===== src/rtl/iqf_map.svh =====
// offsets, field positions, reset values and codes of the command queue front end
`ifndef IQF_MAP_SVH
`define IQF_MAP_SVH

// register byte offsets, one aligned word each
`define IQF_OFF_CTRL     8'h00
`define IQF_OFF_BASE     8'h04
`define IQF_OFF_SIZE     8'h08
`define IQF_OFF_PROD     8'h0C
`define IQF_OFF_CONS     8'h10
`define IQF_OFF_STATUS   8'h14
`define IQF_OFF_CAPS     8'h18

// control and status bit positions, and the control reset value
`define IQF_CTRL_EN      0
`define IQF_CTRL_CHK     1
`define IQF_STAT_ERR     0
`define IQF_CTRL_RST     32'h0000_0002

// queue index geometry
`define IQF_IDX_W        20
`define IQF_QLOG_MAX     5'h13
`define IQF_ENTRY_SHIFT  4

// error codes reported in status
`define IQF_ERR_NONE     2'h0
`define IQF_ERR_ILL      2'h1
`define IQF_ERR_ABT      2'h2

// command field positions within the 128-bit little-endian entry
`define IQF_F_RSVD_LO    8
`define IQF_F_STREAM_SECURE_BIT       10
`define IQF_F_SSV        11
`define IQF_F_SSID_LO    12
`define IQF_F_SID_LO     32
`define IQF_F_ADDR_LO    76
`define IQF_F_MSI_LO     66

`endif


===== src/rtl/iqf_pkg.sv =====
// types of the command queue front end
package iqf_pkg;

  typedef enum logic [2:0] {S_IDLE, S_FETCH, S_WAIT, S_ISSUE, S_SYNC, S_ERR} iqf_fsm_t;

  typedef struct packed {
    logic [7:0]  opcode;
    logic        illegal;
    logic        no_effect;
    logic        is_sync;
    logic        stream_sec;
    logic        substream_valid_bit;
    logic [31:0] stream_id;
    logic [19:0] sub_id;
    logic [63:0] addr;
  } iqf_cmd_t;

  typedef struct packed {
    logic         valid;
    logic         abort;
    logic [127:0] data;
  } iqf_mem_rsp_t;

  typedef struct packed {
    logic        empty;
    logic        full;
    logic [19:0] cons_nxt;
    logic [18:0] slot;
  } iqf_qstat_t;

  typedef struct packed {
    iqf_fsm_t    fsm;
    logic [1:0]  dph;
    logic        wr;
    logic [7:0]  addr;
    logic [31:0] rdata;
    logic        en;
    logic        chk;
    logic [31:0] base;
    logic [4:0]  qlog;
    logic [19:0] prod;
    logic [19:0] cons;
    logic        err;
    logic [1:0]  ecode;
    logic [7:0]  lastop;
    iqf_cmd_t    cmd;
    logic        full_seen;
    logic        wake;
    logic [31:0] maddr;
  } iqf_state_t;

endpackage


===== src/rtl/iqf_qstate.sv =====
// circular queue empty, full and next consumer index
`include "iqf_map.svh"
module iqf_qstate (
  input  wire logic [19:0]        prod,
  input  wire logic [19:0]        cons,
  input  wire logic [4:0]         qlog,
  output iqf_pkg::iqf_qstat_t     qs
);

  // mask of the index bits, wrap bit excluded
  function automatic logic [19:0] idx_mask(input logic [4:0] lg);
    idx_mask = (20'h0_0001 << lg) - 20'h0_0001;
  endfunction

  logic [19:0] m1;
  logic [19:0] m2;

  // empty when equal, full when only the wrap bit differs
  always_comb
  begin
    m1          = idx_mask(qlog);
    m2          = {m1[18:0], 1'b1};
    qs.empty    = ((prod ^ cons) & m2) == 20'h0_0000;
    qs.full     = ((prod ^ cons) & m2) == (m2 & ~m1);
    qs.cons_nxt = (cons + 20'h0_0001) & m2;
    qs.slot     = cons[18:0] & m1[18:0];
  end

endmodule


===== src/rtl/iqf_cmd_decode.sv =====
// opcode decode and common field checks for one queue entry
`include "iqf_map.svh"
module iqf_cmd_decode #(
  parameter int NS_SID_W = 16,
  parameter int S_SID_W  = 16,
  parameter int SSID_W   = 8,
  parameter bit SEC_IMPL = 1'b1
) (
  input  wire logic [127:0]       raw,
  input  wire logic               secure_q,
  input  wire logic               chk_rsvd,
  output iqf_pkg::iqf_cmd_t       dec
);

  // opcodes that name a command; all others are reserved
  function automatic logic op_known(input logic [7:0] op);
    op_known = (op >= 8'h01 && op <= 8'h07) ||
               (op >= 8'h10 && op <= 8'h13) || op == 8'h18 || op == 8'h1A ||
               (op >= 8'h20 && op <= 8'h23) || op == 8'h28 || op == 8'h2A ||
               op == 8'h30 || (op >= 8'h50 && op <= 8'h53) || op == 8'h58 ||
               op == 8'h5A || op == 8'h60 ||
               op == 8'h40 || op == 8'h41 || (op >= 8'h44 && op <= 8'h46) ||
               (op >= 8'h80 && op <= 8'h8F);
  endfunction

  // commands carrying a stream and substream identifier
  function automatic logic has_stream(input logic [7:0] op);
    has_stream = (op >= 8'h01 && op <= 8'h05);
  endfunction

  // value wider than the implemented width
  function automatic logic too_wide(input logic [31:0] v, input int w);
    too_wide = (w < 32) && ((v >> w) != 32'h0000_0000);
  endfunction

  logic [7:0]  op;
  logic        stream_secure_bit;
  logic [31:0] sid;
  logic        oor;

  always_comb
  begin
    op             = raw[7:0];
    stream_secure_bit           = raw[`IQF_F_STREAM_SECURE_BIT];
    sid            = raw[`IQF_F_SID_LO +: 32];
    dec.opcode     = op;
    dec.is_sync    = op == 8'h46;
    dec.substream_valid_bit        = raw[`IQF_F_SSV];
    dec.sub_id     = raw[`IQF_F_SSV] ? raw[`IQF_F_SSID_LO +: 20] : 20'h0_0000;
    dec.stream_sec = secure_q && SEC_IMPL && stream_secure_bit;
    dec.stream_id  = sid;
    // address layout by command class
    if (op == 8'h2A || op == 8'h5A)
      dec.addr = {12'h000, raw[`IQF_F_ADDR_LO +: 40], 12'h000};
    else if (op == 8'h46)
      dec.addr = {12'h000, raw[`IQF_F_MSI_LO +: 50], 2'b00};
    else
      dec.addr = {raw[`IQF_F_ADDR_LO +: 52], 12'h000};
    // reserved opcode, stream-secure on the open queue, or checked reserved bits
    dec.illegal = !op_known(op) ||
                  (!secure_q && stream_secure_bit) ||
                  (chk_rsvd && raw[`IQF_F_RSVD_LO +: 2] != 2'b00);
    // out-of-range identifiers give no effect
    oor = has_stream(op) &&
          (too_wide(sid, dec.stream_sec ? S_SID_W : NS_SID_W) ||
           (dec.substream_valid_bit && too_wide({12'h000, dec.sub_id}, SSID_W)));
    dec.no_effect = oor;
  end

endmodule


===== src/rtl/iqf_frontend.sv =====
// command queue front end: register slave, entry fetch, decode and consume
// Functional notes
// - entries are 16-byte records, opcode first byte
// - opcodes 0x01-0x07 prefetch and config invalidation
// - translation invalidation opcodes, secure and open
// - 0x40, 0x41, 0x44-0x46 accepted, others reserved raise illegal
// - never fetch at or past producer index
// - run only when non-empty, enabled, error-free
// - wake-up event when full queue becomes non-full; here only if CONS or STATUS was read while full
// - bad parameters or reserved bits raise illegal
// - illegal error wins over ignoring a command
// - read abort on fetch raises abort error
// - stop at first error, index on failing entry
// - consumed once consumer index passes slot
// - sync waits for all earlier commands done
// - reserved fields checked or all ignored
// - substream valid bit qualifies substream identifier
// - stream-secure bit selects security on secure queue
// - stream-secure set on open queue is illegal
// - virtual addresses carry bits 63:12 only
// - physical addresses bits 51:12, interrupt 51:2
// - out-of-range parameter makes command no effect
// - identifier ranges follow implemented widths
//
// The address map and the AHB-Lite register port were decided locally.
`include "iqf_map.svh"
module iqf_frontend #(
  parameter bit WAKE_CAP  = 1'b1,
  parameter bit SEC_IMPL  = 1'b1,
  parameter bit SECURE_Q  = 1'b0,
  parameter int NS_SID_W  = 16,
  parameter int S_SID_W   = 16,
  parameter int SSID_W    = 8
) (
  input  wire logic                   mclk,
  input  wire logic                   reset,
  input  wire logic                   hsel,
  input  wire logic [31:0]            haddr,
  input  wire logic [1:0]             htrans,
  input  wire logic                   hwrite,
  input  wire logic [2:0]             hsize,
  input  wire logic [31:0]            hwdata,
  input  wire logic                   hready,
  output logic                        hreadyout,
  output logic [31:0]                 hrdata,
  output logic                        hresp,
  output logic                        mem_req,
  output logic [31:0]                 mem_addr,
  input  wire logic                   mem_gnt,
  input  wire iqf_pkg::iqf_mem_rsp_t  mem_rsp,
  output logic                        cmd_valid,
  output iqf_pkg::iqf_cmd_t           cmd,
  input  wire logic                   cmd_ready,
  input  wire logic                   backend_idle,
  output logic                        wakeup_event,
  output logic                        queue_error
);

  iqf_pkg::iqf_state_t st_r;
  iqf_pkg::iqf_state_t st_nxt;
  iqf_pkg::iqf_qstat_t qs;
  iqf_pkg::iqf_cmd_t   dec;
  logic                ahb_take;
  logic                dp_do;
  logic [31:0]         rd_val;
  logic                advance;

  // queue occupancy from producer and consumer indexes
  iqf_qstate u_qstate (
    .prod (st_r.prod),
    .cons (st_r.cons),
    .qlog (st_r.qlog),
    .qs   (qs)
  );

  // decode of the returning entry
  iqf_cmd_decode #(
    .NS_SID_W (NS_SID_W),
    .S_SID_W  (S_SID_W),
    .SSID_W   (SSID_W),
    .SEC_IMPL (SEC_IMPL)
  ) u_decode (
    .raw      (mem_rsp.data),
    .secure_q (SECURE_Q),
    .chk_rsvd (st_r.chk),
    .dec      (dec)
  );

  // entry address of a slot
  function automatic logic [31:0] slot_addr(input logic [31:0] base, input logic [18:0] slot);
    slot_addr = base + {9'h000, slot, 4'h0};
  endfunction

  // readback mux for the data-phase address
  always_comb
  begin
    rd_val = 32'h0000_0000;
    unique case (st_r.addr)
      `IQF_OFF_CTRL:   rd_val = {30'h0000_0000, st_r.chk, st_r.en};
      `IQF_OFF_BASE:   rd_val = st_r.base;
      `IQF_OFF_SIZE:   rd_val = {27'h000_0000, st_r.qlog};
      `IQF_OFF_PROD:   rd_val = {12'h000, st_r.prod};
      `IQF_OFF_CONS:   rd_val = {12'h000, st_r.cons};
      `IQF_OFF_STATUS: rd_val = {16'h0000, st_r.lastop, 1'b0, qs.full, qs.empty,
                                 st_r.fsm != iqf_pkg::S_IDLE, 1'b0, st_r.ecode, st_r.err};
      `IQF_OFF_CAPS:   rd_val = {8'(SSID_W), 8'(S_SID_W), 8'(NS_SID_W),
                                 5'h00, SECURE_Q, SEC_IMPL, WAKE_CAP};
      default:         rd_val = 32'h0000_0000;
    endcase
  end

  // bus address phase acceptance and data-phase action
  assign ahb_take = hsel && htrans[1] && hready;
  assign dp_do    = st_r.dph == 2'h1;

  // next state of registers, bus slave and command engine
  always_comb
  begin
    st_nxt      = st_r;
    st_nxt.wake = 1'b0;
    advance     = 1'b0;

    // bus: one wait cycle, then answer
    if (dp_do)
    begin
      st_nxt.dph = 2'h2;
      if (st_r.wr)
      begin
        unique case (st_r.addr)
          `IQF_OFF_CTRL:
          begin
            st_nxt.en  = hwdata[`IQF_CTRL_EN];
            st_nxt.chk = hwdata[`IQF_CTRL_CHK];
          end
          `IQF_OFF_BASE:   st_nxt.base = {hwdata[31:4], 4'h0};
          `IQF_OFF_SIZE:   st_nxt.qlog = (hwdata[4:0] > `IQF_QLOG_MAX) ? `IQF_QLOG_MAX : hwdata[4:0];
          `IQF_OFF_PROD:   st_nxt.prod = hwdata[19:0];
          `IQF_OFF_STATUS:
          begin
            if (hwdata[`IQF_STAT_ERR])
            begin
              st_nxt.err   = 1'b0;
              st_nxt.ecode = `IQF_ERR_NONE;
            end
          end
          default:         st_nxt.dph = 2'h2;
        endcase
      end
      else
      begin
        st_nxt.rdata = rd_val;
        // software has looked at a full queue
        if (qs.full && (st_r.addr == `IQF_OFF_CONS || st_r.addr == `IQF_OFF_STATUS))
          st_nxt.full_seen = 1'b1;
      end
    end
    else if (st_r.dph == 2'h2 || st_r.dph == 2'h0)
    begin
      st_nxt.dph = 2'h0;
    end
    if (ahb_take && st_r.dph != 2'h1)
    begin
      st_nxt.dph  = 2'h1;
      st_nxt.wr   = hwrite;
      st_nxt.addr = {haddr[7:2], 2'b00};
    end

    // command engine
    unique case (st_r.fsm)
      iqf_pkg::S_IDLE:
      begin
        if (st_r.en && !st_r.err && !qs.empty)
        begin
          st_nxt.maddr = slot_addr(st_r.base, qs.slot);
          st_nxt.fsm   = iqf_pkg::S_FETCH;
        end
      end
      iqf_pkg::S_FETCH:
      begin
        if (mem_gnt)
          st_nxt.fsm = iqf_pkg::S_WAIT;
      end
      iqf_pkg::S_WAIT:
      begin
        if (mem_rsp.valid)
        begin
          st_nxt.cmd    = dec;
          st_nxt.lastop = dec.opcode;
          if (mem_rsp.abort)
          begin
            st_nxt.err   = 1'b1;
            st_nxt.ecode = `IQF_ERR_ABT;
            st_nxt.fsm   = iqf_pkg::S_ERR;
          end
          else if (dec.illegal)
          begin
            st_nxt.err   = 1'b1;
            st_nxt.ecode = `IQF_ERR_ILL;
            st_nxt.fsm   = iqf_pkg::S_ERR;
          end
          else if (dec.no_effect)
          begin
            advance    = 1'b1;
            st_nxt.fsm = iqf_pkg::S_IDLE;
          end
          else if (dec.is_sync)
            st_nxt.fsm = iqf_pkg::S_SYNC;
          else
            st_nxt.fsm = iqf_pkg::S_ISSUE;
        end
      end
      iqf_pkg::S_SYNC:
      begin
        if (backend_idle)
          st_nxt.fsm = iqf_pkg::S_ISSUE;
      end
      iqf_pkg::S_ISSUE:
      begin
        if (cmd_ready)
        begin
          advance    = 1'b1;
          st_nxt.fsm = iqf_pkg::S_IDLE;
        end
      end
      iqf_pkg::S_ERR:
      begin
        if (!st_nxt.err)
          st_nxt.fsm = iqf_pkg::S_IDLE;
      end
    endcase

    // consume: step the index, wake a waiter if it was seen full
    if (advance)
    begin
      st_nxt.cons = qs.cons_nxt;
      if (qs.full && st_r.full_seen)
      begin
        st_nxt.wake      = WAKE_CAP;
        st_nxt.full_seen = 1'b0;
      end
    end
  end

  // state register
  always_ff @(posedge mclk)
  begin
    if (reset)
    begin
      st_r       <= '0;
      st_r.fsm   <= iqf_pkg::S_IDLE;
      st_r.chk   <= 1'((`IQF_CTRL_RST >> `IQF_CTRL_CHK) & 32'h0000_0001);
    end
    else
      st_r <= st_nxt;
  end

  // outputs
  assign hreadyout    = st_r.dph != 2'h1;
  assign hrdata       = st_r.rdata;
  assign hresp        = 1'b0;
  assign mem_req      = st_r.fsm == iqf_pkg::S_FETCH;
  assign mem_addr     = st_r.maddr;
  assign cmd_valid    = st_r.fsm == iqf_pkg::S_ISSUE;
  assign cmd          = st_r.cmd;
  assign wakeup_event = st_r.wake;
  assign queue_error  = st_r.err;

endmodule


===== config.mk =====
export PLATFORM = sky130hd
export DESIGN_NAME = iqf_frontend
export DESIGN_NICKNAME = d
export VERILOG_FILES = /design/src/rtl/iqf_pkg.sv /design/src/rtl/iqf_qstate.sv /design/src/rtl/iqf_cmd_decode.sv /design/src/rtl/iqf_frontend.sv
export VERILOG_INCLUDE_DIRS = /design/src /design/src/rtl
export SDC_FILE = /design/constraint.sdc
export NUM_CORES = 1
export LEC_CHECK = 0
export BUFFER_PORTS_ARGS = -buffer_cell sky130_fd_sc_hd__buf_2
export CAP_MARGIN = 20
export CORE_MARGIN = 5
export CORE_UTILIZATION = 50
export DETAILED_ROUTE_END_ITERATION = 8
export PLACE_DENSITY = 0.82
export RECOVER_POWER = 25
export SETUP_SLACK_MARGIN = 0.2
export SKIP_LAST_GASP = 1
export SLEW_MARGIN = 20
export SYNTH_ARGS = -nofsm -noshare
export SYNTH_HDL_FRONTEND = slang
export SYNTH_SLANG_ARGS = --single-unit

===== constraint.sdc =====
create_clock -name mclk -period 5.3 [get_ports mclk]
set_input_delay 0.265 -clock mclk [delete_from_list [all_inputs] [get_ports mclk]]
set_output_delay 0.265 -clock mclk [all_outputs]
set_load 0.02 [all_outputs]

==> metrics.md <==
| Metric | Value |
|---|---|
| Status | `finished, violations left` |
| Yosys Warn Count | `0` |
| Drt wl/cell | `20.7 µm` |
| Failing checks | `max-capacitance violations, max-slew violations` |
| Cell Pwr Density | `255 mW/mm²` |
| Min Tclk post-route | `4720 ps` |
| Final Skew | `19.0 ps` |
| Setup WS post-layout | `583 ps` |
| CTS Buffer Depth | `3` |
| Gpl congestion | `0.958` |
| Core area | `0.0289 mm²` |
| Root buffer cell | `clkbuf_16` |
| Setup bufs post-CTS | `0` |
| Synth area leader | `dfxtp_1` |
| CP Max Fanout | `14` |
| Width of the die | `182 µm` |
| DR pass1 iterations | `6` |
| Vias per cell | `5.86` |
| Detailed Route WL | `53400 µm` |
| Post-layout nets | `2405` |
| Dpl hpwl | `35500 µm` |
| TritonCTS clock tree | `done` |
| Initial core utilization | `51.0%` |
| Clock sink count | `278` |
| Req. time, crit path | `5800 ps` |
| Layout area overhead | `21.5%` |
| Share of layout cells above drive strength 1 | `16.7%` |
| Sequential fraction of the synthesis area | `37.7%` |
| H-tree Lvls | `1` |
| Area of the die | `0.0330 mm²` |
| Num rows | `62` |
| RSZ-0062 raised after global routing | `no` |
| Largest net degree at the start of global routing | `182` |
| Most common cell in the synthesized netlist | `nand2_1` |
| LEAKAGE | `6.81 nW` |
| GR Overflow Total | `0` |
| Synth Register Bits | `278` |
| Iteration-0 DRC Markers | `1854` |
| Cell Area, Synth | `0.0147 mm²` |
| Largest cells by area after synthesis | `dfxtp_1 (38%), buf_4 (10%), nand2_1 (9.3%), a21oi_1 (8.0%), nor2_1 (3.7%)` |
| Final Cycle Share | `89.0%` |
| Global Route Usage Sum | `30.1%` |
| TritonCTS buffer count | `30` |
| Post-CTS sizing | `0` |
| Initial antenna violation count | `4` |
| Post-route ant nets | `0` |
| Die span in y | `182 µm` |
| Post-synthesis instance total | `1892` |
| Clock-pin transition on the worst setup and hold timing paths | `60 ps` |
| Max_cap viols | `1` |
| Post-Place Worst Slack | `724 ps` |
| Critical path type | `flop to flop` |
| DR vias | `15153` |
| DRC | `0` |
| Hold WC Path Type | `input port to flop` |
| CP Launch Type | `flop` |
| Ports | `406` |
| Final hold violation count | `0` |
| Most used DFF post-synth | `dfxtp_1` |
| Final TNS setup | `0 ps` |
| Synth top area share | `37.7%` |
| Final setup fails | `0` |
| Post-synth ARST share | `0%` |
| FMAX | `212 MHz` |
| Commonest cells post-synth | `nand2_1 (366), dfxtp_1 (278), a21oi_1 (236), buf_4 (197), nor2_1 (144)` |
| Slew Limit Fails | `182` |
| Tightest Pin Transition | `3810 ps` |
| Max transition margin | `-154%` |
| Vias in the first global route | `14384` |
| Max VDD drop | `0.229 mV` |
| First-pass GRT wire length | `81100 µm` |
| Setup crit end kind | `flop` |
| Worst-Skew Late Latency | `580 ps` |
| Number of synthesized flops with an enable pin | `0` |
| Mean area per synthesized cell | `7.79 µm²` |
| WP data arrival | `5210 ps` |
| Distinct cells, synth | `84` |
| IO buf count | `365` |
[metal layers]
| layer | routed length (µm) | vias to the layer above | track usage [%] |
|---|---|---|---|
| met1 | 20700 | 7100 | 38.4 |
| met3 | 5370 | 213 | 6.48 |
| met4 | 2550 | 0 | 13.1 |
| li1 | - | 6864 | - |
| met5 | 0 | - | 0 |
| met2 | 24800 | 976 | 49.2 |
[where the power goes]
group          switching, W  internal [W]  total (W)
Sequential       0.00000371       0.00209    0.00210
Clock              0.000904       0.00127    0.00218
Combinational      0.000146      0.000146   0.000292
[flip-flops by register name (all words and copies together) (netlist names)]
name and cells:
queue_error 1, st_r 90, cmd 126, mem_addr 28, hrdata 32, wakeup_event 1
[placed cells by master, fill, tap and decap left out, types with 11 or more instances in the layout]
cell and count:
nand3_1 61, mux2i_1 47, inv_1 24, nor2b_1 21, buf_2 248, a31oi_1 14
clkbuf_16 30, nor3_1 13, a22oi_1 21, a21oi_1 236, clkbuf_1 121, nor2_1 142
ha_1 22, buf_4 28, a211oi_1 14, dlygate4sd3_1 161, dfxtp_1 278, xnor2_1 36
o21ai_0 63, nand2b_1 11, xor2_1 13, nand2_1 365
[cell families (layout without fill, tap and decap cells)]
kind of cell / Yosys count / in the layout / share of synthesized area, %
DFF: 278 / 278 / 37.7
buffers and inverters: 335 / 635 / 13.8
other: 1 / 11 / 0.0254
and+or+nand+nor: 704 / 704 / 21.2
xor gates and xnor gates: 49 / 49 / 2.91
muxes: 48 / 48 / 3.27
AOI/OAI and AO/OA: 454 / 454 / 19.1
adders and majority gates: 23 / 23 / 2.00
[critical path: stages (launching register included)]
cell     delay, ps
dfxtp_1        470
nor2_1         310
nand2_1        200
ha_1           320
buf_4          190
or4_4          440
o21ai_0        210
a22oi_2        120
nor2_1         190
ha_1           330
a21o_1         210
a21oi_1        220
a31oi_1        150
or2_2          350
a221o_1        360
a21oi_1        260
a32oi_1        140
a31oi_1        180
[path summary, 6_finish.rpt]
kind | depth (start not counted) | end | startpoint | slack [ps]
worst max-delay path | 17 | mem_addr[30] | st_r[214] | 580
worst min-delay path | 3 | cmd[11] | mem_rsp[75] | 70
worst max register to register | 17 | mem_addr[30] | st_r[214] | 580
worst min register to register | 2 | wakeup_event | st_r[33] | 440
[what timing repair did]
item / in CTS / in global routing
hold buffers: 160 / 1
hold endpoints to repair: 178 / 1
endpoints found under the setup margin: 0 / 0
[stage by stage]
stage | power [W] | utilization [%] | instance area, µm² | hold WS [ps] | std cells
final | 0.00456 | 61.9 | 17900 | 69.7 | 2586
after detailed placement | 0.00233 | 53.3 | 15400 | 442 | 2366
after global placement | 0.00232 | 53.3 | 15400 | 436 | 2366
after floorplan | 0.00223 | - | 14800 | 376 | 1899
after global routing | 0.00469 | 61.9 | 17900 | 60.2 | 2586
after CTS | 0.00458 | 62.4 | 18100 | 3.70 | 2582
[cell type report]
cell class,instances,area [µm²]
Clock inverter,12,149
Fill cell,2396,11000
Inverter,24,90.1
Clock buffer,44,893
Sequential cell,278,5570
Antenna cell,3,7.51
Timing Repair Buffer,555,3510
Tap cell,384,480
Multi-Input combinational cell,1286,7220
No activity file was read; power rests on OpenSTA's default activity.
